### src/cache_freeze_control_pkg.sv
// Purpose: constants for the level-2 cache configuration and block coherence registers
// Assumes: apb slave, 32-bit data, byte addresses below
// Notes: offsets are byte offsets inside the block's apb window
package cache_freeze_control_pkg;
   // register byte offsets
   localparam logic [15:0] CACHE_FREEZE_CONTROL_OFF_CONFIG = 16'h0000;
   localparam logic [15:0] CACHE_FREEZE_CONTROL_OFF_WB_BASE = 16'h4000;
   localparam logic [15:0] CACHE_FREEZE_CONTROL_OFF_WB_COUNT = 16'h4004;
   localparam logic [15:0] CACHE_FREEZE_CONTROL_OFF_WI_BASE = 16'h4010;
   localparam logic [15:0] CACHE_FREEZE_CONTROL_OFF_WI_COUNT = 16'h4014;
   // configuration field positions
   localparam int CACHE_FREEZE_CONTROL_POS_COUNT_LO = 24;
   localparam int CACHE_FREEZE_CONTROL_POS_IDENT_LO = 16;
   localparam int CACHE_FREEZE_CONTROL_POS_PROG_INV = 9;
   localparam int CACHE_FREEZE_CONTROL_POS_DATA_INV = 8;
   localparam int CACHE_FREEZE_CONTROL_POS_FREEZE = 3;
   localparam int CACHE_FREEZE_CONTROL_POS_SIZE_LO = 0;
   // reset values
   localparam logic CACHE_FREEZE_CONTROL_RST_FREEZE = 1'b0;
   localparam logic [2:0] CACHE_FREEZE_CONTROL_RST_SIZE = 3'h0;
   localparam logic [15:0] CACHE_FREEZE_CONTROL_RST_COUNT = 16'h0000;
   // largest legal block word count
   localparam logic [15:0] CACHE_FREEZE_CONTROL_MAX_WORDS = 16'hffe0;
   // block operation kinds
   typedef enum logic [0:0]
   {
      CACHE_FREEZE_CONTROL_OP_WRITEBACK = 1'b0,
      CACHE_FREEZE_CONTROL_OP_WB_INVAL = 1'b1
   } cache_freeze_control_op_t;
   // decoded cache size
   typedef enum logic [2:0]
   {
      CACHE_FREEZE_CONTROL_SIZE_OFF = 3'h0,
      CACHE_FREEZE_CONTROL_SIZE_32K = 3'h1,
      CACHE_FREEZE_CONTROL_SIZE_64K = 3'h2,
      CACHE_FREEZE_CONTROL_SIZE_128K = 3'h3,
      CACHE_FREEZE_CONTROL_SIZE_256K = 3'h4,
      CACHE_FREEZE_CONTROL_SIZE_MAX = 3'h5
   } cache_freeze_control_size_t;
endpackage

### src/cache_freeze_control_block_chan.sv
// Purpose: one block coherence channel: base address and word count with start pulse
// Assumes: software loads the base before the count
// Notes: count above the maximum launches a zero-word operation
`timescale 1ns/100ps
`default_nettype none
module cache_freeze_control_block_chan
(
   input wire logic sys_clk,
   input wire logic resetn,
   input wire logic base_wr,
   input wire logic count_wr,
   input wire logic [31:0] wdata,
   output logic [31:0] base,
   output logic [15:0] count,
   output logic [15:0] op_words,
   output logic start
);
   // base holds whatever software wrote, no reset value
   always_ff @(posedge sys_clk)
   begin
      if (base_wr)
      begin
         base <= wdata;
      end
   end

   // stored count, readable
   always_ff @(posedge sys_clk or negedge resetn)
   begin
      if (!resetn)
      begin
         count <= cache_freeze_control_pkg::CACHE_FREEZE_CONTROL_RST_COUNT;
      end
      else if (count_wr)
      begin
         count <= wdata[15:0];
      end
   end

   // launch on count write, clamp illegal counts to zero words
   always_ff @(posedge sys_clk or negedge resetn)
   begin
      if (!resetn)
      begin
         start <= 1'b0;
         op_words <= 16'h0000;
      end
      else
      begin
         start <= count_wr;
         if (count_wr)
         begin
            if (wdata[15:0] > cache_freeze_control_pkg::CACHE_FREEZE_CONTROL_MAX_WORDS)
            begin
               op_words <= 16'h0000;
            end
            else
            begin
               op_words <= wdata[15:0];
            end
         end
      end
   end
endmodule
`default_nettype wire

### src/cache_freeze_control_regs.sv
// Purpose: apb register block for level-2 cache configuration and block coherence
// Assumes: one clock, apb master per the amba protocol, zero wait states
// Notes: module count and identity come from straps captured after reset
`timescale 1ns/100ps
`default_nettype none
module cache_freeze_control_regs
(
   input wire logic sys_clk,
   input wire logic resetn,
   input wire logic psel,
   input wire logic penable,
   input wire logic pwrite,
   input wire logic [15:0] paddr,
   input wire logic [31:0] pwdata,
   output logic [31:0] prdata,
   output logic pready,
   output logic pslverr,
   input wire logic [3:0] module_count_strap,
   input wire logic [3:0] module_identity_strap,
   output logic l1_program_global_invalidate,
   output logic l1_data_global_drop,
   output logic cache_freeze_control,
   output logic [2:0] cache_size_select,
   output cache_freeze_control_pkg::cache_freeze_control_size_t cache_size,
   output logic block_start,
   output cache_freeze_control_pkg::cache_freeze_control_op_t block_op,
   output logic [31:0] block_base,
   output logic [15:0] block_words
);
   logic wr_en; // write accepted this edge
   logic rd_sel; // read setup phase
   logic hit; // address maps a register
   logic [3:0] module_count_minus_one; // captured strap
   logic [3:0] module_identity_number; // captured strap
   logic straps_taken; // strap capture done
   logic [31:0] wb_base; // writeback base
   logic [15:0] wb_count; // writeback count
   logic [15:0] wb_words; // clamped writeback words
   logic wb_start; // writeback launch
   logic [31:0] wi_base; // wb-invalidate base
   logic [15:0] wi_count; // wb-invalidate count
   logic [15:0] wi_words; // clamped wb-invalidate words
   logic wi_start; // wb-invalidate launch
   logic [31:0] next_prdata; // read mux

   // zero-wait apb, writes on access phase
   assign pready = 1'b1;
   assign wr_en = psel && penable && pwrite;
   assign rd_sel = psel && !penable && !pwrite;

   // address decode
   always_comb
   begin
      unique case (paddr)
         cache_freeze_control_pkg::CACHE_FREEZE_CONTROL_OFF_CONFIG,
         cache_freeze_control_pkg::CACHE_FREEZE_CONTROL_OFF_WB_BASE,
         cache_freeze_control_pkg::CACHE_FREEZE_CONTROL_OFF_WB_COUNT,
         cache_freeze_control_pkg::CACHE_FREEZE_CONTROL_OFF_WI_BASE,
         cache_freeze_control_pkg::CACHE_FREEZE_CONTROL_OFF_WI_COUNT: hit = 1'b1;
         default: hit = 1'b0;
      endcase
   end

   // unmapped access answers with an error
   assign pslverr = psel && penable && !hit;

   // straps caught once after reset release
   always_ff @(posedge sys_clk or negedge resetn)
   begin
      if (!resetn)
      begin
         straps_taken <= 1'b0;
         module_count_minus_one <= 4'h0;
         module_identity_number <= 4'h0;
      end
      else if (!straps_taken)
      begin
         straps_taken <= 1'b1;
         module_count_minus_one <= module_count_strap;
         module_identity_number <= module_identity_strap;
      end
   end

   // configuration control fields
   always_ff @(posedge sys_clk or negedge resetn)
   begin
      if (!resetn)
      begin
         cache_freeze_control <= cache_freeze_control_pkg::CACHE_FREEZE_CONTROL_RST_FREEZE;
         cache_size_select <= cache_freeze_control_pkg::CACHE_FREEZE_CONTROL_RST_SIZE;
      end
      else if (wr_en && paddr == cache_freeze_control_pkg::CACHE_FREEZE_CONTROL_OFF_CONFIG)
      begin
         cache_freeze_control <= pwdata[cache_freeze_control_pkg::CACHE_FREEZE_CONTROL_POS_FREEZE];
         cache_size_select <= pwdata[cache_freeze_control_pkg::CACHE_FREEZE_CONTROL_POS_SIZE_LO +: 3];
      end
   end

   // global invalidate pulses, write-only bits
   always_ff @(posedge sys_clk or negedge resetn)
   begin
      if (!resetn)
      begin
         l1_program_global_invalidate <= 1'b0;
         l1_data_global_drop <= 1'b0;
      end
      else
      begin
         l1_program_global_invalidate <= wr_en && paddr == cache_freeze_control_pkg::CACHE_FREEZE_CONTROL_OFF_CONFIG
            && pwdata[cache_freeze_control_pkg::CACHE_FREEZE_CONTROL_POS_PROG_INV];
         l1_data_global_drop <= wr_en && paddr == cache_freeze_control_pkg::CACHE_FREEZE_CONTROL_OFF_CONFIG
            && pwdata[cache_freeze_control_pkg::CACHE_FREEZE_CONTROL_POS_DATA_INV];
      end
   end

   // size decode
   always_comb
   begin
      // codes five to seven give maximum
      unique case (cache_size_select)
         3'h0: cache_size = cache_freeze_control_pkg::CACHE_FREEZE_CONTROL_SIZE_OFF;
         3'h1: cache_size = cache_freeze_control_pkg::CACHE_FREEZE_CONTROL_SIZE_32K;
         3'h2: cache_size = cache_freeze_control_pkg::CACHE_FREEZE_CONTROL_SIZE_64K;
         3'h3: cache_size = cache_freeze_control_pkg::CACHE_FREEZE_CONTROL_SIZE_128K;
         3'h4: cache_size = cache_freeze_control_pkg::CACHE_FREEZE_CONTROL_SIZE_256K;
         default: cache_size = cache_freeze_control_pkg::CACHE_FREEZE_CONTROL_SIZE_MAX;
      endcase
   end

   cache_freeze_control_block_chan u_wb
   (
      .sys_clk(sys_clk),
      .resetn(resetn),
      .base_wr(wr_en && paddr == cache_freeze_control_pkg::CACHE_FREEZE_CONTROL_OFF_WB_BASE),
      .count_wr(wr_en && paddr == cache_freeze_control_pkg::CACHE_FREEZE_CONTROL_OFF_WB_COUNT),
      .wdata(pwdata),
      .base(wb_base),
      .count(wb_count),
      .op_words(wb_words),
      .start(wb_start)
   );

   cache_freeze_control_block_chan u_wi
   (
      .sys_clk(sys_clk),
      .resetn(resetn),
      .base_wr(wr_en && paddr == cache_freeze_control_pkg::CACHE_FREEZE_CONTROL_OFF_WI_BASE),
      .count_wr(wr_en && paddr == cache_freeze_control_pkg::CACHE_FREEZE_CONTROL_OFF_WI_COUNT),
      .wdata(pwdata),
      .base(wi_base),
      .count(wi_count),
      .op_words(wi_words),
      .start(wi_start)
   );

   // block operation request towards the cache controller
   always_ff @(posedge sys_clk or negedge resetn)
   begin
      if (!resetn)
      begin
         block_start <= 1'b0;
         block_op <= cache_freeze_control_pkg::CACHE_FREEZE_CONTROL_OP_WRITEBACK;
         block_base <= 32'h0000_0000;
         block_words <= 16'h0000;
      end
      else
      begin
         block_start <= wb_start || wi_start;
         if (wb_start)
         begin
            block_op <= cache_freeze_control_pkg::CACHE_FREEZE_CONTROL_OP_WRITEBACK;
            block_base <= wb_base;
            block_words <= wb_words;
         end
         else if (wi_start)
         begin
            block_op <= cache_freeze_control_pkg::CACHE_FREEZE_CONTROL_OP_WB_INVAL;
            block_base <= wi_base;
            block_words <= wi_words;
         end
      end
   end

   // read mux, reserved and write-only read zero
   always_comb
   begin
      next_prdata = 32'h0000_0000;
      unique case (paddr)
         cache_freeze_control_pkg::CACHE_FREEZE_CONTROL_OFF_CONFIG:
         begin
            next_prdata[cache_freeze_control_pkg::CACHE_FREEZE_CONTROL_POS_COUNT_LO +: 4] = module_count_minus_one;
            next_prdata[cache_freeze_control_pkg::CACHE_FREEZE_CONTROL_POS_IDENT_LO +: 4] = module_identity_number;
            next_prdata[cache_freeze_control_pkg::CACHE_FREEZE_CONTROL_POS_FREEZE] = cache_freeze_control;
            next_prdata[cache_freeze_control_pkg::CACHE_FREEZE_CONTROL_POS_SIZE_LO +: 3] = cache_size_select;
         end
         cache_freeze_control_pkg::CACHE_FREEZE_CONTROL_OFF_WB_COUNT: next_prdata[15:0] = wb_count;
         cache_freeze_control_pkg::CACHE_FREEZE_CONTROL_OFF_WI_COUNT: next_prdata[15:0] = wi_count;
         default: next_prdata = 32'h0000_0000;
      endcase
   end

   // read data registered in setup, valid in access phase
   always_ff @(posedge sys_clk or negedge resetn)
   begin
      if (!resetn)
      begin
         prdata <= 32'h0000_0000;
      end
      else if (rd_sel)
      begin
         prdata <= next_prdata;
      end
   end
endmodule
`default_nettype wire

### config.mk
export PLATFORM = sky130hd
export DESIGN_NAME = cache_freeze_control_regs
export DESIGN_NICKNAME = d
export VERILOG_FILES = /design/src/cache_freeze_control_pkg.sv /design/src/cache_freeze_control_block_chan.sv /design/src/cache_freeze_control_regs.sv
export SDC_FILE = /design/constraint.sdc
export NUM_CORES = 1
export LEC_CHECK = 0
export BUFFER_PORTS_ARGS = -buffer_cell sky130_fd_sc_hd__buf_2
export CAP_MARGIN = 5
export CORE_MARGIN = 4
export CORE_UTILIZATION = 55
export CTS_CLUSTER_DIAMETER = 80
export DETAILED_ROUTE_END_ITERATION = 10
export PLACE_DENSITY = 0.9
export SETUP_SLACK_MARGIN = 0.1
export SYNTH_ARGS = -nofsm -noshare
export SYNTH_HDL_FRONTEND = slang
export SYNTH_SLANG_ARGS = --single-unit
### constraint.sdc
create_clock -name sys_clk -period 2.7 [get_ports sys_clk]
set_input_delay 0.54 -clock sys_clk [delete_from_list [all_inputs] [get_ports sys_clk]]
set_output_delay 0.54 -clock sys_clk [all_outputs]
set_load 0.1 [all_outputs]
* Word-level counts from Yosys, hierarchy flattened
Index checks and enable logic that the tools add are counted.
Widths: inputs -> output; s select.
** Storage, ports and cells
- Register bits after elaboration :: 219
- Latch bits :: 0
- Bits in writable memories :: 0
- ROM bits :: 0
- Memories kept :: 0
** Operators by class
- $add $sub $neg :: 0
- Multipliers :: 0
- Div/mod/pow operators :: 0
- Order comparisons :: 1
- Eq/ne operators :: 8
- Shift operators :: 0
- Multiplexer cells :: 13
- Bitwise logic cells :: 0
- Reductions and logical operators :: 20
** Operators with widths (number)
- $eq 16x15->1 const B :: 4
- $mux 32 :: 2
- $mux 16 :: 3
- $pmux 12 s2 :: 1
- $gt 16x16->1 const B :: 1
- $logic_not 16->1 :: 1
- $pmux 3 s5 :: 1
- $logic_and 1x1->1 :: 12
- $pmux 4 s3 :: 1
- $mux 4 :: 2
- $eq 3x2->1 const B :: 2
- $reduce_or 5->1 :: 1
- $eq 3x1->1 const B :: 1
- $eq 3x3->1 const B :: 1
- $logic_not 1->1 :: 3
- $logic_not 3->1 :: 1
- $mux 1 :: 3
- $reduce_bool 2->1 :: 1
- $logic_or 1x1->1 :: 1

* Longest topological paths before layout
Gate-level depths: netlist of run 1.
- Depth in word-level cells :: 5
- Depth in mapped cells :: 6
- Gate-level depth less buffers :: 4

* By module
Synthesis of run 1 repeated with hierarchy kept, for this count alone.
** Unflattened totals
- Cells, all modules :: 644
- Area total of the unflattened synthesis :: 8680.8 sq um
** By module, submodules not included
- cache_freeze_control_block_chan :: times used 2, cells each 133, area an instance 2307.2 sq um, seq. area each 1786.7 sq um
- cache_freeze_control_regs :: times used 1, cells each 378, area an instance 4066.4 sq um, seq. area each 2227.1 sq um

* Worst setup path before layout of run 1
OpenSTA, ideal clock, no wires.
- Path kind :: in2reg
- Start point :: in paddr[5]
- End point :: reg u_wb.base[0], enable pin
- Arrival :: 2.983 ns
- Data required time :: 2.279 ns
- Setup slack :: -0.704 ns
- Stages :: 3
- Path buffers :: 0
- Path through :: or4b_4 -> or4_1 -> nor2_1
** On the way
- Cells in the longest elaborated chain, start to end :: 2
** RTL lines
- from (decl) :: RTL line cache_freeze_control_regs.sv:13 : input wire logic [15:0] paddr,
- $eq 16x15->1 :: RTL line cache_freeze_control_regs.sv:134 : .base_wr(wr_en && paddr == cache_freeze_control_pkg::CACHE_FREEZE_CONTROL_OFF_WB_BASE),
- $logic_and 1x1->1 :: RTL line cache_freeze_control_regs.sv:134
- net u_wb.base_wr :: RTL line cache_freeze_control_block_chan.sv:10 : input wire logic base_wr,
- to (signal assigned) :: RTL line cache_freeze_control_block_chan.sv:23 : base <= wdata;
- to (decl) :: RTL line cache_freeze_control_block_chan.sv:13 : output logic [31:0] base,
The timed path passes the listed nets, and every way through them passes these cells.
A chain may end at the register's enable or synchronous reset.

* Worst setup path after layout of run 1
- Start point :: in paddr[9]
- End point :: out pslverr
** On the way
- Cells in the longest elaborated chain, start to end :: 5
- Elaborated cells between the ends (all ways) :: 9
- Those cells by class :: 4 x eq/ne; 1 x mux; 4 x reduce/logical
** RTL lines
- $eq 16x15->1 / $logic_not 16->1 (equally long branches) :: RTL line cache_freeze_control_regs.sv:54 : unique case (paddr)
- $reduce_or 5->1 * :: RTL line cache_freeze_control_regs.sv:54
- $mux 1 * :: RTL line cache_freeze_control_regs.sv:54
- $logic_not 1->1 * :: RTL line cache_freeze_control_regs.sv:65 : assign pslverr = psel && penable && !hit;
- $logic_and 1x1->1 * :: RTL line cache_freeze_control_regs.sv:65
- to (decl) :: RTL line cache_freeze_control_regs.sv:17 : output logic pslverr,
Every way passes the cells marked *; elsewhere a longest branch is shown, timed or not.

==> results.cfg, run 1 <==
[timing]
grt_setup_unrepaired = no
setup_slack_ns = 0.432
hold_viol = 0
worstMarginPinSlew_ns = 1.15
final-max-slew-violation-count = 0
worst_clock_skew_ns = 0.00861
layout_min_cycle_time_ns = 2.27
min_period_over_period_pct = 84.0
timing.final.setup_violations = 0
slew_limit_headroom_pct = 23.0
fmax_mhz = 441

[finish]
nFillCells = 1062
number_of_antenna_diodes = 0
layout-area-overhead-vs-synth_pct = 21.0
num-nets-final = 844
layout-drive-gt1-share_pct = 36.2
fin_area_mm2 = 0.0105
finish.utilization_pct = 68.4

[worst_setup_path]
timing.setup.critical_path_class = primary input to primary output
reg2reg_depth = 3
crit_path_top_delay_cell = nor4_1
arr_time_crit_path_ns = 1.73
crit_path_end_kind = primary output
cp-start-kind = primary input
timing.critical_path.cells = buf_2 > nor4_1 > nand3_1 > o211a_1 > buf_2
rr_endpoint = block_base[0]
max_stage_delay_ns = 0.38
number_of_buffer_and_inverter_instances_along_the_worst_setup_path = 2
worst-r2r-setup-slack_ns = 0.83
cp_most_frequent_cell = buf_2
critical_path.max_fanout = 3
critical_path.reg2reg.startpoint = u_wi.start
timing.critical_path.required_ns = 2.16
cpLargestDelayFamily = simple AND/OR/NAND/NOR gates

[clock_tree]
postCtsSetupRepairBufs = 0
cts_made_buffers = 22
cts_root_buf = clkbuf_16
tritoncts_clock_tree = done
post_cts_hold_buffer_count = 0
clk_transition_reported_paths_ns = 0.06
cts-root-to-sink-buffers = 3
number_of_h_tree_levels = 1
cts_num_sinks = 219
cts_resized = 0
clk_latency_ns = 0.49

[pwr]
finalPower_mw = 6.70
vdd_drop_max_v = 0.000481
power_density_over_the_cells_mw_per_mm2 = 640
total_leakage_power_nw = 4.73

[route]
antenna_left = 0
drt_iter0_drc = 375
route.detailed.wl_per_inst_um = 19.4
number_of_drc_violations_after_detailed_routing = 0
firstDrtPassIters = 5
via_count = 5746
avgViaCountPerCell = 5.69
route.final.wire_length_um = 19600

[global_routing]
global_route.overflow_total = 0
global_route.usage.met1_pct = 28.7
grt.met3_usage_pct = 3.97
grt_antenna_before_repair = 0
groute.usage.overall_pct = 22.1
grt_max_degree = 73
grt_pass1_vias = 6049
groute.layer.met2.usage_pct = 38.7
grt_pass1_wl_um = 31800
gr-max-usage-layer = met2

[floorplan]
core_area_mm2 = 0.0153
die-area_mm2 = 0.0178
floorplan.initialDensity_pct = 56.5
ios = 154
std_cell_rows = 45
floorplan.die.height_um = 133
die_width_um = 133

[synth]
synth_sequential_area_ratio_pct = 67.0
synth.mux.area_fraction_pct = 12.6
ys_top_cells_by_area = dfrtp_1, edfxtp_1, mux2_2, mux2i_1, o21ai_0
dominantRegCellSynth = dfrtp_1
synth_simple_gate_area_share_pct = 7.15
post_synthesis_register_bit_count = 219
combinational_family_with_the_most_area_after_synthesis = multiplexers
synth_edf_count = 64
ys_types = 42
synth_compound_area_share_pct = 10.5
synth.largest_area_cell = dfrtp_1
yosys_warnings = 0
synth.cell_area_mm2 = 0.00866
synth.cells.most_frequent = dfrtp_1, nand2_1, edfxtp_1
synth_async_sr_flop_share_pct = 70.8
post-synth-top-count-cell = dfrtp_1
synthesis.instances = 627
synth_top_cell_area_share_pct = 44.8
synth-adder-area-share_pct = 0
avgSynthCellArea_um2 = 13.8
synth_area_in_xor_xnor_pct = 0

[place]
routabilityCongestion = 0.806
dp.final_hpwl_um = 12800
pre_cts_ws_ns = 0.0489
port-buffer-count = 144
dpl-instance-area_mm2 = 0.00974

[flow_run]
max_cap_viol_count = 0

[hold_path]
min-delay-path-class = primary input to asynchronous set/reset pin

[outcome]
outcome = finished clean
sequential cells by signal, summed over array words and instances (netlist names), 3 cells and up:
name	count
u_wi.count	16
prdata	24
u_wb.op_words	16
block_base	32
module_identity_number	4
u_wb.base	32
u_wi.base	32
module_count_minus_one	4
u_wi.op_words	16
cache_size_select	3
u_wb.count	16
block_words	16
routing by layer:
layer  share of wire [%]  vias up
li1                    -     2582
met1                  41     2894
met2                  50      231
met3                 6.8       39
met4                 2.1        0
met5                   0        -
area by class of cell:
| type | count | area [um2] | share of cell area [%] |
|---|---|---|---|
| Sequential cell | 219 | 5800 | 55.4 |
| Tap cell | 211 | 264 | 2.52 |
| Timing Repair Buffer | 170 | 997 | 9.52 |
| Multi-Input combinational cell | 367 | 2670 | 25.5 |
| Clock inverter | 6 | 57.6 | 0.549 |
| Clock buffer | 34 | 677 | 6.46 |
| Inverter | 3 | 11.3 | 0.107 |
placed cells by master (no fill, tap or decap), drive strengths merged:
master / netlist / final
a22oi: 12 / 12
or4: 4 / 4
o21ai: 65 / 65
or3: 1 / 1
nor2b: 6 / 6
nand3b: 1 / 1
edfxtp: 64 / 64
mux2i: 48 / 48
nor4: 3 / 3
a31o: 22 / 22
nor2: 7 / 7
a222oi: 4 / 4
and2: 7 / 7
conb: 2 / 10
and4: 1 / 1
dfrtp: 155 / 155
a22o: 8 / 8
nor4b: 3 / 3
nand3: 3 / 3
o211a: 1 / 1
bufinv: 0 / 1
nor3: 10 / 10
inv: 3 / 3
nand2: 67 / 67
a21o: 1 / 1
a21oi: 1 / 1
mux2: 54 / 54
a21boi: 22 / 22
or2: 1 / 1
buf: 17 / 170
nand4: 3 / 3
clkbuf: 29 / 34
clkinv: 0 / 5
or4b: 2 / 2
power by group:
part	internal, mW	total (mW)	switching [mW]
logic	0.0622	0.252	0.189
clock network	1.82	3.01	1.19
registers	3.43	3.44	0.00846
worst max-delay path by stage:
stage                                  end  startpoint  slack [ns]  depth (start not counted)
after floorplan               u_wb.base[0]    paddr[5]       -0.21                          3
after global placement    u_wb.op_words[4]    paddr[5]        0.08                          6
after detailed placement    u_wb.count[10]    paddr[5]        0.05                          6
after CTS                          pslverr    paddr[9]        0.42                          5
after global routing               pslverr    paddr[9]        0.26                          5
final                              pslverr    paddr[9]        0.43                          5
through the flow:
stage	hold slack (ns)	setup TNS [ns]	std cells
after floorplan	0.244	-13.43	635
after global placement	0.433	0	970
after detailed placement	0.442	0	970
after CTS	0.0577	0	1010
after global routing	0.0790	0	1010
final	0.0402	0	1010
cell families (layout without fill, tap and decap cells):
family,after synthesis,count (layout)
and+or+nand+nor,119,119
AOI/OAI and AO/OA,136,136
buffers and inverters,49,213
DFF,219,219
muxes,102,102
other,2,10
Power figures use the tool's default switching activity.
==> inputs of run 2 (changes only) <==
Settings changed: CORE_UTILIZATION 55 to 50, PLACE_DENSITY 0.9 to 0.86.
Clock period 2.7 ns to 1.97 ns, I/O delays scaled along.
==> results.cfg, run 2 (synthesized netlist as in run 1, its figures left out) <==
[outcome]
outcome = complete, but fails checks
violations = setup timing

[route]
number_of_drc_violations_after_detailed_routing = 0
via_count = 5986
met2_wirelength_um = 10800
routed-wl-met3_um = 1570
route.final.wire_length_um = 21800
firstDrtPassIters = 6
drt_iter0_drc = 441
avgViaCountPerCell = 5.61
antenna_left = 0
route.detailed.wl_per_inst_um = 20.5
top_signal_layer_used = met5
m1WireLength_um = 9010

[global_routing]
grt_pass1_vias = 6139
grt_antenna_before_repair = 1
grt_max_degree = 75
groute.usage.overall_pct = 21.5
global_route.overflow_total = 0
grt_pass1_wl_um = 33700

[worst_setup_path]
crit_path_end_kind = register
timing.setup.critical_path_class = primary input to register
arr_time_crit_path_ns = 2.44
timing.critical_path.required_ns = 2.36
cp-start-kind = primary input
critical_path.max_fanout = 6
reg2reg_depth = 3

[clock_tree]
tritoncts_clock_tree = done
cts_root_buf = clkbuf_16
cts_num_sinks = 219
number_of_h_tree_levels = 1
clk_transition_reported_paths_ns = 0.06
clk_latency_ns = 0.51
cts_made_buffers = 23
cts-root-to-sink-buffers = 3

[finish]
mostFrequentLayoutCells = dfrtp_1, buf_2, nand2_1
number_of_antenna_diodes = 0
layout-area-overhead-vs-synth_pct = 32.8
finish.utilization_pct = 68.6
num-nets-final = 891
layout.cells.most_common = dfrtp_1
fin_area_mm2 = 0.0115
layout-drive-gt1-share_pct = 41.4
biggestRegsByFlops = block_base (32), u_wb.base (32), u_wi.base (32)

[timing]
timing.final.setup_violations = 50
worst_clock_skew_ns = 0.0167
worstMarginPinSlew_ns = 0.529
min_period_over_period_pct = 104
slew_limit_headroom_pct = 65.0
timing.setup.tns_ns = -1.88
hold_viol = 0
setup_slack_ns = -0.0820
fmax_mhz = 487
fin_hold_ws_ns = 0.0723
final-max-slew-violation-count = 0
layout_min_cycle_time_ns = 2.05
grt_setup_unrepaired = yes

[floorplan]
ios = 154
die_width_um = 140
floorplan.initialDensity_pct = 51.7
floorplan.die.height_um = 140
std_cell_rows = 47
die-area_mm2 = 0.0195
core_area_mm2 = 0.0168

[place]
dpl-instance-area_mm2 = 0.0102
dp.final_hpwl_um = 13300
routabilityCongestion = 0.825
port-buffer-count = 144

[pwr]
vdd_drop_max_v = 0.000569
power_density_over_the_cells_mw_per_mm2 = 831
total_leakage_power_nw = 5.12

[hold_path]
worst_hold_path.num_cells = 1
min-delay-path-class = primary input to register

[flow_run]
max_cap_viol_count = 0
-- run 2: final timing paths --
kind                               start  slack (ns)             end
max                             paddr[0]       -0.08  u_wb.count[12]
min                           pwdata[25]        0.07   u_wb.base[25]
max reg2reg                   u_wi.start        0.50  block_base[12]
min reg2reg                u_wb.base[13]        0.45  block_base[13]
max in group asynchronous         resetn        1.02      prdata[26]
min in group asynchronous         resetn        0.34  block_base[30]
-- run 2: cell type report --
class / count / area (um2)
clock buffers: 25 / 583
fillers: 1127 / 5260
inverters: 3 / 11.3
well taps: 220 / 275
multi-input cells: 367 / 3000
clock inverters: 17 / 198
repair buffers: 216 / 1630
flip-flops and latches: 219 / 5810
-- run 2: metal layers --
metal | vias to the layer above | global-route usage [%]
met3 | 41 | 4.01
li1 | 2692 | -
met2 | 253 | 36.9
met1 | 2998 | 28.3
met5 | - | 0
met4 | 2 | 5.81
-- run 2: where the power goes --
| group | leakage, nW | total, mW | switching (mW) | internal [mW] |
|---|---|---|---|---|
| registers | 2.71 | 4.71 | 0.0122 | 4.70 |
| clock network | 0.370 | 4.44 | 1.76 | 2.68 |
| logic | 2.04 | 0.403 | 0.279 | 0.124 |
-- run 2: timing repair --
item                                    4_1_cts  5_1_grt
buffers inserted                             12        3
endpoints found under the setup margin      118      119
endpoints found under the hold margin        27        0
resized for setup                            27       30
cloned                                        5        2
hold buffers                                  1        0
pin swaps                                     3       17
-- run 2: critical path, stage by stage --
cell and delay, ns:
buf_6 0.09, or4b_4 0.54, or4_4 0.57, nor3_4 0.23, buf_6 0.15, clkbuf_16 0.16, mux2_4 0.30
-- run 2: stage by stage --
| stage | instances | setup WS (ns) | total power [mW] |
|---|---|---|---|
| global placement | 1004 | -0.521 | 5.17 |
| finish | 1067 | -0.0820 | 9.55 |
| detailed placement | 1004 | -0.580 | 5.18 |
| floorplan | 635 | -0.456 | 4.95 |
| CTS | 1064 | -0.0514 | 9.59 |
| global route | 1067 | -0.0991 | 9.87 |
